===== config.mk =====
export PLATFORM = sky130hd
export DESIGN_NAME = wdsv_top
export DESIGN_NICKNAME = d
export VERILOG_FILES = /design/src/inc/wdsv_pkg.sv /design/src/inc/wdsv_tick_if.sv /design/src/verilog/wdsv_prescaler.sv /design/src/verilog/wdsv_top.sv
export SDC_FILE = /design/constraint.sdc
export NUM_CORES = 1
export LEC_CHECK = 0
export ABC_AREA = 1
export BUFFER_PORTS_ARGS = -buffer_cell sky130_fd_sc_hd__clkbuf_2
export CAP_MARGIN = 20
export CELL_PAD_IN_SITES_DETAIL_PLACEMENT = 0
export CELL_PAD_IN_SITES_GLOBAL_PLACEMENT = 1
export CORE_ASPECT_RATIO = 2
export CORE_MARGIN = 4
export CORE_UTILIZATION = 42
export CTS_CLUSTER_SIZE = 40
export DETAILED_ROUTE_END_ITERATION = 6
export PLACE_DENSITY_LB_ADDON = 0.1
export SYNTH_ARGS = -nofsm -noshare
export SYNTH_HDL_FRONTEND = slang
export SYNTH_HIERARCHICAL = 1
export SYNTH_SLANG_ARGS = --single-unit

===== constraint.sdc =====
create_clock -name aclk -period 3.3 [get_ports aclk]
set_input_delay 0.33 -clock aclk [delete_from_list [all_inputs] [get_ports aclk]]
set_output_delay 0.33 -clock aclk [all_outputs]
set_load 0.01 [all_outputs]

===== src/inc/wdsv_pkg.sv =====
// package: register map, field layout, reset values and timing constants of the watchdog service block
package wdsv_pkg;
  // register byte offsets (chosen; no offsets printed)
  localparam logic [7:0] OFF_CONTROL = 8'h00;
  localparam logic [7:0] OFF_VECTOR = 8'h04;
  localparam logic [7:0] OFF_SERVICE = 8'h08;
  localparam logic [7:0] OFF_STATUS = 8'h0C;
  localparam logic [7:0] OFF_MASK = 8'h10;
  localparam logic [7:0] OFF_COUNT = 8'h14;
  // control field positions
  localparam int CTL_ENABLE_BIT = 7;
  localparam int CTL_SELECT_BIT = 6;
  localparam int CTL_PRESCALE_BIT = 5;
  localparam int CTL_DELAY_LSB = 3;
  // status bit positions
  localparam int ST_TIMEOUT_BIT = 0;
  localparam int ST_SERVICE_BIT = 1;
  localparam int ST_BADKEY_BIT = 2;
  localparam int ST_WIDTH = 3;
  // reset values
  localparam logic [7:0] CONTROL_RESET = 8'h00;
  localparam logic [7:0] VECTOR_RESET = 8'h0F;
  localparam logic [ST_WIDTH-1:0] MASK_RESET = 3'h0;
  // service keys
  localparam logic [7:0] KEY_FIRST = 8'h55;
  localparam logic [7:0] KEY_SECOND = 8'hAA;
  // timing: base exponents per delay code, prescale divide
  localparam int DELAY_EXP_BASE = 9;
  localparam int DELAY_EXP_STEP = 2;
  localparam int PRESCALE_DIV = 8192;
  localparam int COUNT_W = 16;
  localparam logic [1:0] RESP_OKAY = 2'b00;
  localparam logic [1:0] RESP_SLVERR = 2'b10;
  typedef enum {WDSV_IDLE, WDSV_ARMED} wdsv_key_t;
endpackage : wdsv_pkg


===== src/inc/wdsv_tick_if.sv =====
// interface: divider enable pulse between the main block and its prescaler
`timescale 1ns/1ps
`default_nettype none
interface wdsv_tick_if;
  logic prescale; // select divide-by-8192
  logic clear; // restart divider phase
  logic tick; // one-cycle count enable
  modport src (input prescale, input clear, output tick);
  modport dst (output prescale, output clear, input tick);
endinterface : wdsv_tick_if
`default_nettype wire


===== src/verilog/wdsv_prescaler.sv =====
// module: clock-enable divider for the watchdog countdown
`timescale 1ns/1ps
`default_nettype none
module wdsv_prescaler #(
  parameter int DIV = wdsv_pkg::PRESCALE_DIV
) (
  input wire logic aclk, // system clock
  input wire logic aresetn, // synchronous reset, active low
  wdsv_tick_if.src tk // tick carrier
);
  import wdsv_pkg::*;
  localparam int DIV_W = $clog2(DIV);
  logic [DIV_W-1:0] div_reg;
  // free divider; restarts on clear so a service gives a full period
  always_ff @(posedge aclk) begin
    if (!aresetn || tk.clear) begin
      div_reg <= '0;
    end else if (div_reg == DIV_W'(DIV - 1)) begin
      div_reg <= '0;
    end else begin
      div_reg <= div_reg + 1'b1;
    end
  end
  // prescale clear passes every clock, set passes one in DIV
  assign tk.tick = tk.prescale ? (div_reg == DIV_W'(DIV - 1)) : 1'b1;
endmodule : wdsv_prescaler
`default_nettype wire


===== src/verilog/wdsv_top.sv =====
// module: watchdog vector, service sequence and timeout logic with an AXI4-Lite slave
//
// Contract
// hold an 8-bit vector, drive it during acknowledge of the timeout interrupt.
// system reset loads the vector register with 0x0F.
// the timeout interrupt always supplies the vector, never an autovector answer.
// writing 0x55 then 0xAA to the service register restarts the countdown.
// anything may come between the two service writes, before timeout.
// a service write after timeout leaves the pending flag set.
// acknowledge of the timeout interrupt clears the pending flag by itself.
// period from delay field and prescale: 2^9..2^15 clocks, or times 8192.
// select bit chooses interrupt at programmed level or soft reset on timeout.
// reset leaves the watchdog disabled with the shortest period selected.
// control writes are ignored while timeout pending; reads always allowed.
// wrong service values or a lone 0xAA do not restart the countdown.
//
// Chosen here: the AXI4-Lite slave port and the register offsets.
`timescale 1ns/1ps
`default_nettype none
module wdsv_top (
  input wire logic aclk, // system clock, 40 MHz
  input wire logic aresetn, // synchronous reset, active low
  input wire logic [7:0] s_axi_awaddr, // write address
  input wire logic s_axi_awvalid, // write address valid
  output logic s_axi_awready, // write address ready
  input wire logic [31:0] s_axi_wdata, // write data
  input wire logic [3:0] s_axi_wstrb, // write strobes
  input wire logic s_axi_wvalid, // write data valid
  output logic s_axi_wready, // write data ready
  output logic [1:0] s_axi_bresp, // write response
  output logic s_axi_bvalid, // write response valid
  input wire logic s_axi_bready, // write response ready
  input wire logic [7:0] s_axi_araddr, // read address
  input wire logic s_axi_arvalid, // read address valid
  output logic s_axi_arready, // read address ready
  output logic [31:0] s_axi_rdata, // read data
  output logic [1:0] s_axi_rresp, // read response
  output logic s_axi_rvalid, // read response valid
  input wire logic s_axi_rready, // read response ready
  input wire logic [2:0] irq_level_cfg, // level at which the timeout is raised
  input wire logic iack_valid, // core runs an acknowledge cycle
  input wire logic [2:0] iack_level, // level being acknowledged
  output logic iack_claim, // this block answers the acknowledge
  output logic [7:0] iack_vector, // vector returned on acknowledge
  output logic iack_autovector, // autovector request, never raised here
  output logic [2:0] wd_irq_level, // interrupt level to core, zero when none
  output logic soft_reset, // soft reset pulse to all modules but clock synth
  output logic irq // summary interrupt from status and mask
);
  import wdsv_pkg::*;

  logic [7:0] control_reg;
  logic [7:0] vector_reg;
  logic [ST_WIDTH-1:0] status_reg;
  logic [ST_WIDTH-1:0] mask_reg;
  logic timeout_pending_flag;
  logic [27:0] count_reg;
  logic [27:0] count_next;
  wdsv_key_t key_reg;
  logic soft_reset_reg;

  // axi write channel holding
  logic aw_held_reg;
  logic w_held_reg;
  logic [7:0] awaddr_reg;
  logic [31:0] wdata_reg;
  logic [3:0] wstrb_reg;
  logic bvalid_reg;
  logic [1:0] bresp_reg;
  logic rvalid_reg;
  logic [1:0] rresp_reg;
  logic [31:0] rdata_reg;

  logic wr_fire;
  logic wr_hit_ctl;
  logic wr_hit_vec;
  logic wr_hit_svc;
  logic wr_hit_sts;
  logic wr_hit_msk;
  logic wr_known;
  logic lane0;
  logic [7:0] wbyte;
  logic service_done;
  logic bad_key;
  logic timeout_evt;
  logic iack_hit;
  logic [27:0] period;
  logic [1:0] delay_code;

  wdsv_tick_if tk ();

  wdsv_prescaler #(
    .DIV(PRESCALE_DIV)
  ) u_prescaler (
    .aclk(aclk),
    .aresetn(aresetn),
    .tk(tk)
  );

  // decode used by both write and read paths
  function automatic logic is_reg(input logic [7:0] a, input logic [7:0] off);
    return a == off;
  endfunction : is_reg

  // write address/data accepted in either order, one write at a time
  assign s_axi_awready = !aw_held_reg && !bvalid_reg;
  assign s_axi_wready = !w_held_reg && !bvalid_reg;
  assign wr_fire = aw_held_reg && w_held_reg && !bvalid_reg;

  always_ff @(posedge aclk) begin
    if (!aresetn) begin
      aw_held_reg <= 1'b0;
      awaddr_reg <= 8'h00;
    end else if (s_axi_awvalid && s_axi_awready) begin
      aw_held_reg <= 1'b1;
      awaddr_reg <= s_axi_awaddr;
    end else if (wr_fire) begin
      aw_held_reg <= 1'b0;
    end
  end

  always_ff @(posedge aclk) begin
    if (!aresetn) begin
      w_held_reg <= 1'b0;
      wdata_reg <= 32'h0000_0000;
      wstrb_reg <= 4'h0;
    end else if (s_axi_wvalid && s_axi_wready) begin
      w_held_reg <= 1'b1;
      wdata_reg <= s_axi_wdata;
      wstrb_reg <= s_axi_wstrb;
    end else if (wr_fire) begin
      w_held_reg <= 1'b0;
    end
  end

  // address decode; registers hold their data in byte lane 0
  always_comb begin
    wr_hit_ctl = 1'b0;
    wr_hit_vec = 1'b0;
    wr_hit_svc = 1'b0;
    wr_hit_sts = 1'b0;
    wr_hit_msk = 1'b0;
    if (is_reg({awaddr_reg[7:2], 2'b00}, OFF_CONTROL)) begin
      wr_hit_ctl = wr_fire;
    end else if (is_reg({awaddr_reg[7:2], 2'b00}, OFF_VECTOR)) begin
      wr_hit_vec = wr_fire;
    end else if (is_reg({awaddr_reg[7:2], 2'b00}, OFF_SERVICE)) begin
      wr_hit_svc = wr_fire;
    end else if (is_reg({awaddr_reg[7:2], 2'b00}, OFF_STATUS)) begin
      wr_hit_sts = wr_fire;
    end else if (is_reg({awaddr_reg[7:2], 2'b00}, OFF_MASK)) begin
      wr_hit_msk = wr_fire;
    end
  end
  assign wr_known = is_reg({awaddr_reg[7:2], 2'b00}, OFF_CONTROL) || is_reg({awaddr_reg[7:2], 2'b00}, OFF_VECTOR)
    || is_reg({awaddr_reg[7:2], 2'b00}, OFF_SERVICE) || is_reg({awaddr_reg[7:2], 2'b00}, OFF_STATUS)
    || is_reg({awaddr_reg[7:2], 2'b00}, OFF_MASK) || is_reg({awaddr_reg[7:2], 2'b00}, OFF_COUNT);
  assign lane0 = wstrb_reg[0];
  assign wbyte = wdata_reg[7:0];

  // write response: okay for mapped, slverr for unmapped
  always_ff @(posedge aclk) begin
    if (!aresetn) begin
      bvalid_reg <= 1'b0;
      bresp_reg <= RESP_OKAY;
    end else if (wr_fire) begin
      bvalid_reg <= 1'b1;
      bresp_reg <= wr_known ? RESP_OKAY : RESP_SLVERR;
    end else if (s_axi_bready) begin
      bvalid_reg <= 1'b0;
    end
  end
  assign s_axi_bvalid = bvalid_reg;
  assign s_axi_bresp = bresp_reg;

  // control register: locked while timeout pending; reset disabled, shortest period
  always_ff @(posedge aclk) begin
    if (!aresetn) begin
      control_reg <= CONTROL_RESET;
    end else if (wr_hit_ctl && lane0 && !timeout_pending_flag) begin
      control_reg <= {wbyte[7:3], 3'b000};
    end
  end

  // vector register, loaded with 0x0F by reset
  always_ff @(posedge aclk) begin
    if (!aresetn) begin
      vector_reg <= VECTOR_RESET;
    end else if (wr_hit_vec && lane0) begin
      vector_reg <= wbyte;
    end
  end

  // service sequence: 0x55 arms, other writes and accesses in between leave it armed
  assign service_done = wr_hit_svc && lane0 && wbyte == KEY_SECOND && key_reg == WDSV_ARMED;
  assign bad_key = wr_hit_svc && lane0 && wbyte != KEY_FIRST && !service_done;
  always_ff @(posedge aclk) begin
    if (!aresetn) begin
      key_reg <= WDSV_IDLE;
    end else begin
      case (key_reg)
        WDSV_IDLE: begin
          if (wr_hit_svc && lane0 && wbyte == KEY_FIRST) begin
            key_reg <= WDSV_ARMED;
          end
        end
        WDSV_ARMED: begin
          // repeated 0x55 and other values keep it armed; only 0xAA completes
          if (service_done) begin
            key_reg <= WDSV_IDLE;
          end
        end
        default: key_reg <= WDSV_IDLE;
      endcase
    end
  end

  // timeout period: 2^(9+2*code) ticks of the enable
  // a new delay or prescale is compared against the running count, so software
  // should service right after changing them or the first period may be short
  assign delay_code = control_reg[CTL_DELAY_LSB+1:CTL_DELAY_LSB];
  assign period = 28'(28'd1 << (DELAY_EXP_BASE + DELAY_EXP_STEP * int'(delay_code)));
  assign tk.prescale = control_reg[CTL_PRESCALE_BIT];
  assign tk.clear = service_done;

  // countdown counts up in ticks; a service restarts it, disable freezes it
  always_comb begin
    count_next = count_reg;
    if (service_done) begin
      count_next = 28'd0;
    end else if (control_reg[CTL_ENABLE_BIT] && tk.tick) begin
      count_next = (count_reg >= period - 28'd1) ? 28'd0 : count_reg + 28'd1;
    end
  end
  always_ff @(posedge aclk) begin
    if (!aresetn) begin
      count_reg <= 28'd0;
    end else begin
      count_reg <= count_next;
    end
  end
  assign timeout_evt = !service_done && control_reg[CTL_ENABLE_BIT] && tk.tick && count_reg >= period - 28'd1;

  // acknowledge of the watchdog level while pending claims the cycle
  assign iack_hit = iack_valid && timeout_pending_flag && iack_level == irq_level_cfg;

  // pending flag: set by timeout in interrupt mode, cleared only by acknowledge
  always_ff @(posedge aclk) begin
    if (!aresetn) begin
      timeout_pending_flag <= 1'b0;
    end else if (timeout_evt && !control_reg[CTL_SELECT_BIT]) begin
      timeout_pending_flag <= 1'b1; // set wins over acknowledge
    end else if (iack_hit) begin
      timeout_pending_flag <= 1'b0;
    end
    // service writes never touch the flag
  end
  assign wd_irq_level = timeout_pending_flag ? irq_level_cfg : 3'd0;

  // soft reset pulse in reset-select mode
  always_ff @(posedge aclk) begin
    if (!aresetn) begin
      soft_reset_reg <= 1'b0;
    end else begin
      soft_reset_reg <= timeout_evt && control_reg[CTL_SELECT_BIT];
    end
  end
  assign soft_reset = soft_reset_reg;

  // acknowledge answer: always the programmed vector, autovector never
  assign iack_claim = iack_hit;
  assign iack_vector = vector_reg;
  assign iack_autovector = 1'b0;

  // sticky status: timeout, service done, bad key; write one clears, set wins
  always_ff @(posedge aclk) begin
    if (!aresetn) begin
      status_reg <= '0;
    end else begin
      for (int i = 0; i < ST_WIDTH; i++) begin
        if (wr_hit_sts && lane0 && wbyte[i]) begin
          status_reg[i] <= 1'b0;
        end
      end
      if (timeout_evt) begin
        status_reg[ST_TIMEOUT_BIT] <= 1'b1;
      end
      if (service_done) begin
        status_reg[ST_SERVICE_BIT] <= 1'b1;
      end
      if (bad_key) begin
        status_reg[ST_BADKEY_BIT] <= 1'b1;
      end
    end
  end

  // interrupt mask, same layout as the status bits
  always_ff @(posedge aclk) begin
    if (!aresetn) begin
      mask_reg <= MASK_RESET;
    end else if (wr_hit_msk && lane0) begin
      mask_reg <= wbyte[ST_WIDTH-1:0];
    end
  end
  assign irq = |(status_reg & mask_reg);

  // read channel: one read at a time, data registered
  assign s_axi_arready = !rvalid_reg;
  always_ff @(posedge aclk) begin
    if (!aresetn) begin
      rvalid_reg <= 1'b0;
      rresp_reg <= RESP_OKAY;
      rdata_reg <= 32'h0000_0000;
    end else if (s_axi_arvalid && s_axi_arready) begin
      rvalid_reg <= 1'b1;
      rresp_reg <= RESP_OKAY;
      // service register is write-only and reads zero
      if (is_reg({s_axi_araddr[7:2], 2'b00}, OFF_CONTROL)) begin
        rdata_reg <= {24'h00_0000, control_reg};
      end else if (is_reg({s_axi_araddr[7:2], 2'b00}, OFF_VECTOR)) begin
        rdata_reg <= {24'h00_0000, vector_reg};
      end else if (is_reg({s_axi_araddr[7:2], 2'b00}, OFF_SERVICE)) begin
        rdata_reg <= 32'h0000_0000;
      end else if (is_reg({s_axi_araddr[7:2], 2'b00}, OFF_STATUS)) begin
        rdata_reg <= {28'h000_0000, timeout_pending_flag, status_reg};
      end else if (is_reg({s_axi_araddr[7:2], 2'b00}, OFF_MASK)) begin
        rdata_reg <= {29'h0000_0000, mask_reg};
      end else if (is_reg({s_axi_araddr[7:2], 2'b00}, OFF_COUNT)) begin
        rdata_reg <= {4'h0, count_reg};
      end else begin
        rdata_reg <= 32'h0000_0000;
        rresp_reg <= RESP_SLVERR;
      end
    end else if (s_axi_rready) begin
      rvalid_reg <= 1'b0;
    end
  end
  assign s_axi_rvalid = rvalid_reg;
  assign s_axi_rresp = rresp_reg;
  assign s_axi_rdata = rdata_reg;

endmodule : wdsv_top
`default_nettype wire

==> results.md, run 1 <==
Global route:
- The pin count of the biggest net entering global routing is 38.
- The wire length of the first global-routing pass is 21600 um.
- The via count of the first global-routing pass is 4708.
- The total track usage is 18.6%.
- The number of antenna violations at the first check in global routing is 0.
- The total global routing overflow is 0.

Clock tree:
- In this run the post-CTS setup repair buffer count came out at 0.
- Counting along the longest clock path gives a buffer depth of 2.
- Buffers inserted during clock tree synthesis total 9.
- TritonCTS built the clock tree.
- Clock tree synthesis found a total of 112 sinks.
- Once the clock tree was built, the resizer swapped 0 gates to a different size.
- At the later pin of the worst-skew pair, clock insertion delay measures 0.35 ns.
- The clock transition at the registers of the reported paths is 0.07 ns.
- The cell at the root of the clock tree is clkbuf_16.
- The number of hold buffers added after cts is 0.
- The clock tree synthesis step divided the H-tree into 3 levels.

Timing:
- The headroom to the max-slew limit is 53.7%.
- Setup violations remaining at the end of the flow were counted as 0.
- The final clock period utilization by the worst path is 68.8%.
- The number of pins with negative max-slew slack in the final report is 0.
- The final number of hold-violating endpoints is 0.
- The final critical delay including setup and external delays is 2.27 ns.
- The maximum frequency from static timing analysis is 441 MHz.
- The worst hold slack after final layout is 0.234 ns.
- The setup total negative slack is 0 ns.
- The slew of the pin with the lowest slew margin is 0.694 ns.
- Setup repair after global routing left no endpoint under its margin.
- The worst-case clock skew is 0.00875 ns.

Route:
- The number of iterations in the first detailed-routing pass is 4.
- Summed over all layers, the routed wires come to 13200 um.
- After detailed routing, the number of vias per cell comes to 4.96.
- The detailed-route via count is 4693.
- The number of violations reported at the end of detailed-routing iteration 0 is 147.
- The remaining antenna violation count is 0.
- In the final routed layout, each cell accounts on average for 13.9 um.
- In the routed design, unresolved DRC markers number 0.

Place:
- The placed cell count is 930.
- The post-detailed-placement half-perimeter wirelength is 10200 um.
- Port buffering added 83 buffers.
- The final estimated routing congestion in global placement is 0.862.

Power and ir drop:
- The leakage power figure is 2.57 nW.
- After layout, the design draws a total of 2.79 mW.
- The power density over the cells is 456 nW/um^2.
- The maximum vdd ir drop is 0.350 mV.

Logic synthesis:
- The number of enable-type register cells in the synthesized netlist is 0.
- Dividing the synthesized area by the synthesized cell count gives 7.39 sq um.
- The share of synthesized flip-flops with an asynchronous set or reset is 0%.
- For this run, the leading register cell type out of synthesis is dfxtp_1.
- The gate count after technology mapping is 717.
- The number of different library cells used by synthesis comes to 38.
- The post-synthesis instance area is 5300 sq um.
- The flip-flop and latch count after synthesis is 112.
- The Yosys step of the flow raised 6 warnings.
- Of the synthesized area, sequential elements account for 42.3%.

Die:
- The floorplan step defined a die boundary enclosing 14600 sq um.
- The die is 167 um tall.
- The initial core utilization is 43.2%.
- The horizontal die dimension is 87.4 um.
- The standard cell core area is 12300 sq um.
- Pin placement for this block handled 122 I/O pins.
- In this run the core area contains 57 standard-cell rows.

Status:
- The flow ran to the end, and the final reports show no timing, DRC or antenna violations.

Layout:
- Relative to the synthesized area, the layout overhead comes to 15.3%.
- At the end of the flow, the number of nets in the layout was 870.
- Cells with a size suffix above 1 make up 21.0% of the layout.
- The number of inserted diodes is 0.
- The finished layout holds 946 standard cells, fillers aside.
- The sequential cell area in the final layout is 2240 sq um.
- Counting the fill cells in the layout gives 1320.
- The total area of multi-input combinational cells is 2560 sq um.

Setup path:
- The startpoint kind of the worst setup timing path is a flop.
- The worst setup path is of the flop to flop kind.
- The largest individual stage delay along the critical path comes from the cell dfxtp_1.
- The critical path endpoint category is a flop.
- Counting stages on the worst path, the most repeated cell is nor2_4.
- The signal on the critical path passes through ha_1, nand3_2, inv_2, nand2_4, nor2_4, inv_2, nand2_1, nand2_1, inv_2, nand2_2, nor2_4, nand2_2, nor2_4, nand3_1, nand2_1, nor2_4.
- The arrival time at the worst endpoint is 2.50 ns.
- STA puts the critical path data required time at 3.53 ns.
- The worst-path maximum fanout is 7.
- The delay of the slowest cell on the worst path is 0.39 ns.

Job:
- The tool flagged a number of max-cap violations equal to 0.

Worst hold path:
- The type of the most critical hold path is input pin to flop.
==> power by group <==
group | internal, mW | switching [mW] | leakage [nW]
combinational | 0.0673 | 0.135 | 1.51
clock | 0.672 | 0.505 | 0.157
sequential | 1.38 | 0.0243 | 0.908
total | 2.12 | 0.665 | 2.57
==> routing by layer <==
metal	vias to the layer above	track usage, %	routed length [um]
li1	2435	-	-
met5	-	0	0
met4	0	9.08	498
met2	96	36.1	7370
met1	2131	18.1	4920
met3	31	2.52	371
==> cell usage in the layout, fill, tap and decap left out, types with 11 or more instances in the layout <==
master    count
a21oi_1      58
clkbuf_2     83
dfxtp_1     112
inv_1        85
nand2_1     130
nand2_2      11
nand3_1      42
nand4_1      19
nor2_1       83
nor2_2       28
nor2_4       11
o21ai_0      35
xor2_1       12
==> final timing paths <==
| kind | from | end | slack (ns) | depth (start not counted) |
|---|---|---|---|---|
| max | u_prescaler/div_reg[0] | count_reg[15] | 1.03 | 16 |
| min | s_axi_awaddr[6] | awaddr_reg[6] | 0.23 | 3 |
| max reg2reg | u_prescaler/div_reg[0] | count_reg[15] | 1.03 | 16 |
| min reg2reg | count_reg[24] | count_reg[24] | 0.46 | 2 |
==> worst max-delay path, delay by kind of cell (launching register included) <==
family,cells,cell delay [ns]
flops,1,0.39
simple gates,12,1.17
buf+inv,3,0.36
fa+ha+maj,1,0.22
==> synthesized netlist by cell type, drive strengths merged, types with 2 or more instances <==
cell	count	area, sq um
buf	18	130
ha	10	125
nand2	144	591
nor3	7	35.0
a31oi	3	18.8
clkbuf	11	41.3
a21oi	59	299
dfxtp	112	2240
nor2	122	611
conb	2	7.51
nand4	20	131
xor2	12	105
nand3	45	240
o211ai	4	30.0
inv	91	342
nand3b	2	15.0
o31ai	3	22.5
a211oi	3	22.5
xnor2	8	70.1
o21ai	35	175
==> stage by stage <==
stage,utilization (%),worst slack (ns),area [sq um]
2_1_floorplan,-,1.36,5320
3_3_place_gp,47.2,1.07,5790
3_5_place_dp,47.2,1.03,5790
4_1_cts,49.8,1.02,6110
5_1_grt,49.8,0.842,6110
6_report,49.8,1.03,6110
==> cell type report <==
class,count,area share [%]
repair buffers,88,7.41
flip-flops and latches,112,36.7
clock inverters,6,1.50
multi-input cells,491,42.0
well taps,147,3.01
clock buffers,10,3.75
inverters,92,5.65
==> cells by family after synthesis <==
group,after synthesis,synth area share (%)
adder cells (fa/ha/maj),10,2.36
AND/OR/NAND/NOR,341,30.8
AO/OA/AOI/OAI,111,11.3
flip-flops,112,42.3
XOR/XNOR,20,3.31
buffers and inverters,121,9.76
other,2,0.142
No activity file was read; power rests on OpenSTA's default activity.
==> run 2, diff against run 1 <==
Settings changed: ABC_AREA 1 to 0, CORE_UTILIZATION 42 to 36.
Clock period 3.3 ns to 1.95 ns, I/O delays scaled along.
==> run 2 against run 1 <==
The flow now finishes with violations (setup timing). Via count rose by 1.5%. First-iteration DRC count down 48%. Clock skew is 0.00088 ns higher. Register-to-register slack lost 1.3 ns. Fmax is 4.6% higher. Synthesized area down 1.1%. Cell area up 14%. Global-route usage increased by 0.12 points. Sequential power grew 68%. Count of clock-buffer cells in the layout rose by 1. Critical path type unchanged. Highest routed layer unchanged.
==> results.md, run 2 <==
Status:
- The flow ran to the end, but the final reports show violations.
- The checks that failed: setup timing.

Route:
- Dividing the detail-routed wire length by the instance count gives 16.8 um.
- The number of iterations in the first detailed-routing pass is 4.
- The post-detailed-route via-to-cell ratio is 5.17.
- The routed design has 15500 um of wire.
- The count of nets left with antenna violations once routing finished came out at 0.
- The number of violations reported at the end of detailed-routing iteration 0 is 77.
- The detailed-route via count is 4763.
- The DRC violation count after routing is 0.

Setup path:
- The critical path goes through ha_4, nand3_4, or3_4, o21ai_4, buf_4, nand2_2, a221oi_4, buf_6, clkbuf_16, nor3_1.
- The count of cells along the worst register-to-register path is 10.
- The combined buffer and inverter count along the critical path is 3.
- The kind of cell with the highest combined delay on the critical path is simple AND/OR/NAND/NOR gates.
- The critical path endpoint category is a flop.
- The capturing point of the worst reg2reg path is count_reg[4].
- Data on the critical path is required at its endpoint by 2.18 ns.
- The setup check on the worst reg-to-reg path leaves a slack of -0.22 ns.
- The count of cell instances traversed by the critical path is 10.
- The launching instance or port of the critical path is u_prescaler/div_reg[1].
- The termination of the worst setup path is count_reg[4].
- The delay of the slowest cell on the worst path is 0.39 ns.
- The critical path class is flop to flop.
- The startpoint kind of the worst setup timing path is a flop.
- The launch instance of the worst register-to-register path is u_prescaler/div_reg[1].
- In this run the worst path has a maximum fanout of 6.
- The largest individual stage delay along the critical path comes from the cell or3_4.
- For the worst setup path, the data arrival time is 2.40 ns.

Logic synthesis:
- The flip-flop and latch count after synthesis is 112.
- The cell with the most instances after synthesis is dfxtp_1.
- In this run the cell area of the synthesized design comes to 5240 sq um.
- In the post-synthesis netlist, the biggest area contributors are dfxtp_1, nand2_1, mux2i_1, a21boi_0, xor2_1.
- The post-synthesis cell type count is 58.
- The total of warnings raised by yosys is 6.
- The most common flop cell mapped by yosys is dfxtp_1.
- The average instance area after synthesis is 8.82 sq um.
- By count the netlist is led by dfxtp_1, nand2_1, nand3_1, nor3_1, a21boi_0.
- The share of the synthesized area in the top cell type is 42.8%.
- The share of synthesized flip-flops with an asynchronous set or reset is 0%.
- The number of enable-type register cells in the synthesized netlist is 0.
- The sequential area share after synthesis is 42.8%.
- The gate count after technology mapping is 594.
- The cell accounting for the most synthesized area is dfxtp_1.

Power and ir drop:
- The overall power of the completed layout is 4.67 mW.
- The leakage power figure is 2.85 nW.
- The power density over the cells is 674 nW/um^2.
- The maximum vdd ir drop is 0.405 mV.

Global route:
- After global routing the overflow that remains totals 0.
- Entering global routing, the biggest net connects 31 pins.
- The wire length of the first global-routing pass is 24500 um.
- The via count of the first global-routing pass was 4901.
- In the global route stage, overall resource usage came out at 18.7%.
- The number of antenna violations at the first check in global routing is 0.

Worst hold path:
- The min-delay analysis places its worst path in the category input pin to flop.

Die:
- The standard cell core area is 14400 sq um.
- The height of the die is 179 um.
- The initial core utilization is 36.5%.
- From left edge to right edge, the die measures 93.3 um.
- 122 I/O pins were placed.
- The die outline area is 16700 sq um.
- The floorplan has 62 rows.

Layout:
- Leaving out fill and tap cells, the most frequent cell in the layout is dfxtp_1.
- In the layout the commonest cells are dfxtp_1, clkbuf_2, nand2_1.
- The count of nets after finishing is 802.
- The post-route netlist has 30.2% of its cells at a drive strength greater than 1.
- The finished layout holds 921 standard cells, fillers aside.
- The signed area change from the synthesized netlist to the final layout is 32.4%.
- 0 antenna diodes ended up in the layout.
- The post-route core utilization is 48.3%.
- The finished cells cover 6940 sq um.

Timing:
- The final number of hold-violating endpoints is 0.
- The worst-case clock skew is 0.00963 ns.
- The final critical delay including setup and external delays is 2.17 ns.
- The number of pins with negative max-slew slack in the final report is 0.
- The worst path uses 111% of the clock period.
- After layout, the worst setup slack is -0.221 ns.
- Summed over all failing endpoints, the final setup total negative slack is -5.20 ns.
- Derived from the worst setup path, the maximum achievable clock frequency is 461 MHz.
- The slew of the pin with the lowest slew margin is 0.749 ns.
- In this run the tightest slew margin relative to its limit is 49.9%.
- The worst hold slack after final layout is 0.0813 ns.
- The count of endpoints failing setup in the final report is 30.
- Setup repair after global routing could not meet its margin everywhere.

Place:
- At the end of routability-driven placement, the weighted congestion stood at 0.849.
- After detailed placement, the total cell area comes to 6270 sq um.
- Detailed placement ended at an HPWL of 11500 um.
- The number of buffers added on ports is 83.
- In this run, placement finished with an instance count of 898.
- The worst setup timing slack at the placement stage is -0.330 ns.

Clock tree:
- The clock latency at the later pin of the worst-skew pair is 0.35 ns.
- The level count of the clock H-tree is 3.
- The number of buffers created by CTS is 9.
- The clock transition at the registers of the reported paths is 0.07 ns.
- The TritonCTS clock tree is yes.
- The total number of clock tree sinks is 112.
- CTS placed an instance of clkbuf_16 at the clock tree root.
- Counting along the longest clock path gives a buffer depth of 2.
- Buffers inserted to repair hold after CTS numbered 0.

Job:
- The max-cap violation count is 0.
## run 2: what timing repair did
item,4_1_cts,5_1_grt
gates cloned,3,1
pin swaps,11,6
setup buffers,3,2
gates resized for setup,38,18
setup endpoints to repair,31,42
## run 2: layout make-up
class / count / area (sq um)
Clock inverter: 3 / 68.8
Sequential cell: 112 / 2250
Timing Repair Buffer: 152 / 1010
Clock buffer: 11 / 233
Tap cell: 192 / 240
Multi-Input combinational cell: 440 / 3080
Inverter: 11 / 43.8
Fill cell: 1421 / 7410
## run 2: layer usage
| metal | wire (um) | up-vias | track usage [%] |
|---|---|---|---|
| li1 | - | 2358 | - |
| met1 | 5370 | 2286 | 17.8 |
| met2 | 9110 | 86 | 38.1 |
| met3 | 445 | 33 | 2.66 |
| met4 | 527 | 0 | 7.71 |
| met5 | 0 | - | 0 |
## run 2: report_power, final
| part | switching, mW | total [mW] | internal, mW |
|---|---|---|---|
| clock network | 0.823 | 1.94 | 1.12 |
| registers | 0.0429 | 2.37 | 2.33 |
| logic | 0.204 | 0.358 | 0.154 |
| total | 1.07 | 4.67 | 3.60 |
## run 2: tightest hold or removal path, stage by stage
cell and delay, ns:
clkbuf_2 0.08, nand2_1 0.04, a21boi_0 0.06
## run 2: worst min path at each step
stage                              end  depth (start not counted)      startpoint  slack [ns]
after floorplan           s_axi_rvalid                          1   s_axi_arvalid        0.33
after global placement    wstrb_reg[0]                          3  s_axi_wstrb[0]        0.43
after detailed placement  wdata_reg[7]                          3  s_axi_wdata[7]        0.44
after CTS                 wdata_reg[6]                          3  s_axi_wdata[6]        0.07
after global routing      wstrb_reg[0]                          3  s_axi_wstrb[0]        0.08
final                     wstrb_reg[0]                          3  s_axi_wstrb[0]        0.08
## run 2: logic make-up (layout without fill, tap and decap cells)
| family | Yosys count | in the layout | synth area share [%] |
|---|---|---|---|
| AO/OA/AOI/OAI | 97 | 97 | 13.2 |
| XOR/XNOR | 33 | 33 | 5.52 |
| adder cells (fa/ha/maj) | 10 | 10 | 2.39 |
| buffers and inverters | 50 | 177 | 4.47 |
| flip-flops | 112 | 112 | 42.8 |
| multiplexers | 24 | 24 | 4.59 |
| other | 2 | 9 | 0.143 |
| AND/OR/NAND/NOR | 266 | 267 | 26.9 |
==> run 3, diff against run 2 <==
Settings changed: ABC_CLOCK_PERIOD_IN_PS from default to 1950, BUFFER_PORTS_ARGS -buffer_cell sky130_fd_sc_hd__clkbuf_2 to -buffer_cell sky130_fd_sc_hd__buf_2.
==> run 3 against run 2 <==
The flow still finishes with violations (setup timing). Power fell by 1.1%. First-iteration DRC count up 110%. Fmax shrank 2.8%. Worst hold slack better by 0.016 ns. Die area stayed put. Core utilization shrank 0.30 points. Via count fell by 1.4%. Register-to-register slack worse by 0.06 ns. Worst setup slack worse by 0.064 ns. Final cell count did not move. Global-route usage down 0.52 points. Cell area fell by 0.61%.
==> results.md, run 3 (synthesized netlist as in run 2, its figures left out) <==
Route:
- The top layer used by detailed routing is met4.
- The number of violations reported at the end of detailed-routing iteration 0 is 158.
- The pre-antenna-repair detailed-routing pass consisted of 7 iterations.
- Dividing the detail-routed wire length by the instance count gives 16.4 um.
- The detailed router placed 4697 vias in this run.
- The wire length on met1 is 5270 um.
- The routed design uses 8960 um of met2 wire.
- After detailed routing, the met3 layer carries 444 um of wire.
- The detailed-route wire length is 15100 um.
- The remaining antenna violation count is 0.
- The DRC violation count after routing is 0.
- The post-detailed-route via-to-cell ratio is 5.10.

Layout:
- The library cells used most frequently in the layout, excluding fill and tap cells, are dfxtp_1, buf_2, nand2_1.
- The total non-filler cell area in the finished layout is 6890 sq um.
- The leading cell type in the layout, fill and taps excluded is dfxtp_1.
- The number of fill cells in the layout is 1397.
- The share of post-route cells with drive strength above 1 is 29.2%.
- The repair_antennas step left the layout with diodes totalling 0.
- The finished layout holds 921 standard cells, fillers aside.
- The signed area change from the synthesized netlist to the final layout is 31.6%.
- In the final design database the tool counted 800 nets.
- For this run, the share of the core covered by cells in the final layout is 48.0%.

Die:
- Once the floorplan was initialized, standard cells occupied 36.5% of the core.
- The cell row count is 62.
- The die covers 16700 sq um.
- The standard cell core area is 14400 sq um.
- The die is 179 um tall.
- The horizontal die dimension is 93.3 um.
- The top-level port count is 122.

Status:
- The final reports fail on setup timing.
- The flow ran to the end, but the final reports show violations.

Setup path:
- The worst setup path is of the flop to flop kind.
- The startpoint kind of the worst setup timing path is a flop.
- The data required time of the critical path is 2.18 ns.
- The arrival time at the worst endpoint is 2.47 ns.
- The critical path endpoint category is a flop.
- Of all nets on the critical path, the largest fanout is 6.

Timing:
- In the finished design, the share of the clock period the worst path needs comes to 115%.
- The number of pins with negative max-slew slack in the final report is 0.
- Across all setup checks in the final design, the least slack found is -0.284 ns.
- Derived from the worst setup path, the maximum achievable clock frequency is 448 MHz.
- For the final routed database, the setup TNS stands at -6.58 ns.
- The worst hold slack after final layout is 0.0975 ns.
- In this run the tightest slew margin relative to its limit is 50.1%.
- For the pin with the worst max-slew slack, the measured transition is 0.747 ns.
- The routed design could run at a clock period as short as 2.23 ns.
- Setup violations remaining at the end of the flow were counted as 30.
- The worst-case clock skew is 0.00748 ns.
- The final number of hold-violating endpoints is 0.
- Setup repair after global routing could not meet its margin everywhere.

Clock tree:
- The total number of clock tree sinks is 112.
- The cell at the root of the clock tree is clkbuf_16.
- TritonCTS built the clock tree.
- The clock latency at the later pin of the worst-skew pair is 0.35 ns.
- In this run the deepest clock path goes through 2 buffers.
- Buffers inserted during clock tree synthesis total 9.
- After clock tree synthesis, the clock-pin slew on the worst setup and hold paths is 0.07 ns.
- The level count of the clock H-tree is 3.
- The number of hold buffers added after cts is 0.

Global route:
- The first global-routing pass estimated 23800 um of wire.
- The pin count of the biggest net entering global routing is 29.
- The number of antenna violations at the first check in global routing is 0.
- The total track usage is 18.2%.
- The total global routing overflow is 0.
- The via count of the first global-routing pass is 4793.

Power and ir drop:
- The worst-case IR drop observed on VDD is 0.415 mV.
- For this design the static power due to leakage is 2.86 nW.
- The overall power of the completed layout is 4.62 mW.
- The power density over the cells is 670 nW/um^2.

Place:
- At the end of routability-driven placement, the weighted congestion stood at 0.836.
- Input and output buffers added on the ports amount to 83.
- Summed over all nets, the half-perimeter wirelength after detailed placement is 11400 um.
- OpenSTA, run right after detailed placement, puts the worst setup slack at -0.320 ns.
- After detailed placement, the design holds a cell count of 895.
- The cell area reported after detailed placement is 6250 sq um.

Worst hold path:
- The path class of the tightest hold or removal check is input pin to flop.

Job:
- The max-cap violation count is 0.
[run 3: cell types whose count changed in the layout (fill, tap and decap cells not counted), moves of 2 or more]
cell,delta
buf_2,+83
clkbuf_2,-83
nor3_2,-6
buf_4,-4
nor3_1,+4
buf_6,+2
clkinvlp_4,+2
nand2_1,+2
nand2_2,-2
nor3_4,+2
[run 3: layout make-up]
type / count / area [sq um] / area share (%)
clock inverters: 4 / 53.8 / 0.780
clock buffers: 12 / 246 / 3.58
flip-flops and latches: 112 / 2250 / 32.7
inverters: 11 / 43.8 / 0.635
repair buffers: 150 / 1010 / 14.6
multi-input cells: 440 / 3050 / 44.2
well taps: 192 / 240 / 3.48
[run 3: layer usage]
layer  vias up  GRT usage [%]
li1       2352              -
met5         -              0
met4         0           7.16
met1      2241           17.3
met3        21           2.91
met2        83           37.0
[run 3: timing repair]
action / CTS / global route
pin swaps: 0 / 11
cloned: 3 / 1
endpoints found under the setup margin: 33 / 44
setup buffers: 4 / 4
resized for setup: 26 / 26
[run 3: path summary, 6_finish.rpt]
kind / endpoint / slack (ns) / startpoint / cells after the start
max: count_reg[16] / -0.28 / control_reg[4] / 10
min: wdata_reg[4] / 0.1 / s_axi_wdata[4] / 3
min reg2reg: s_axi_rdata[12] / 0.45 / s_axi_rdata[12] / 2
max reg2reg: count_reg[16] / -0.28 / control_reg[4] / 10
[run 3: critical path, cell delays in order (launching register included)]
cell and delay [ns]:
dfxtp_4 0.40, nor2_4 0.06, ha_4 0.26, nand4_1 0.17, nor4_4 0.39, nor2_2 0.11
a221oi_4 0.30, buf_6 0.16, buf_12 0.10, buf_16 0.12, nor3_1 0.05
[run 3: power by group]
part	leakage [nW]	internal, mW	total [mW]	switching, mW
Sequential	0.911	2.33	2.38	0.0470
Clock	0.139	1.04	1.89	0.851
Combinational	1.81	0.156	0.356	0.200
Total	2.86	3.52	4.62	1.10
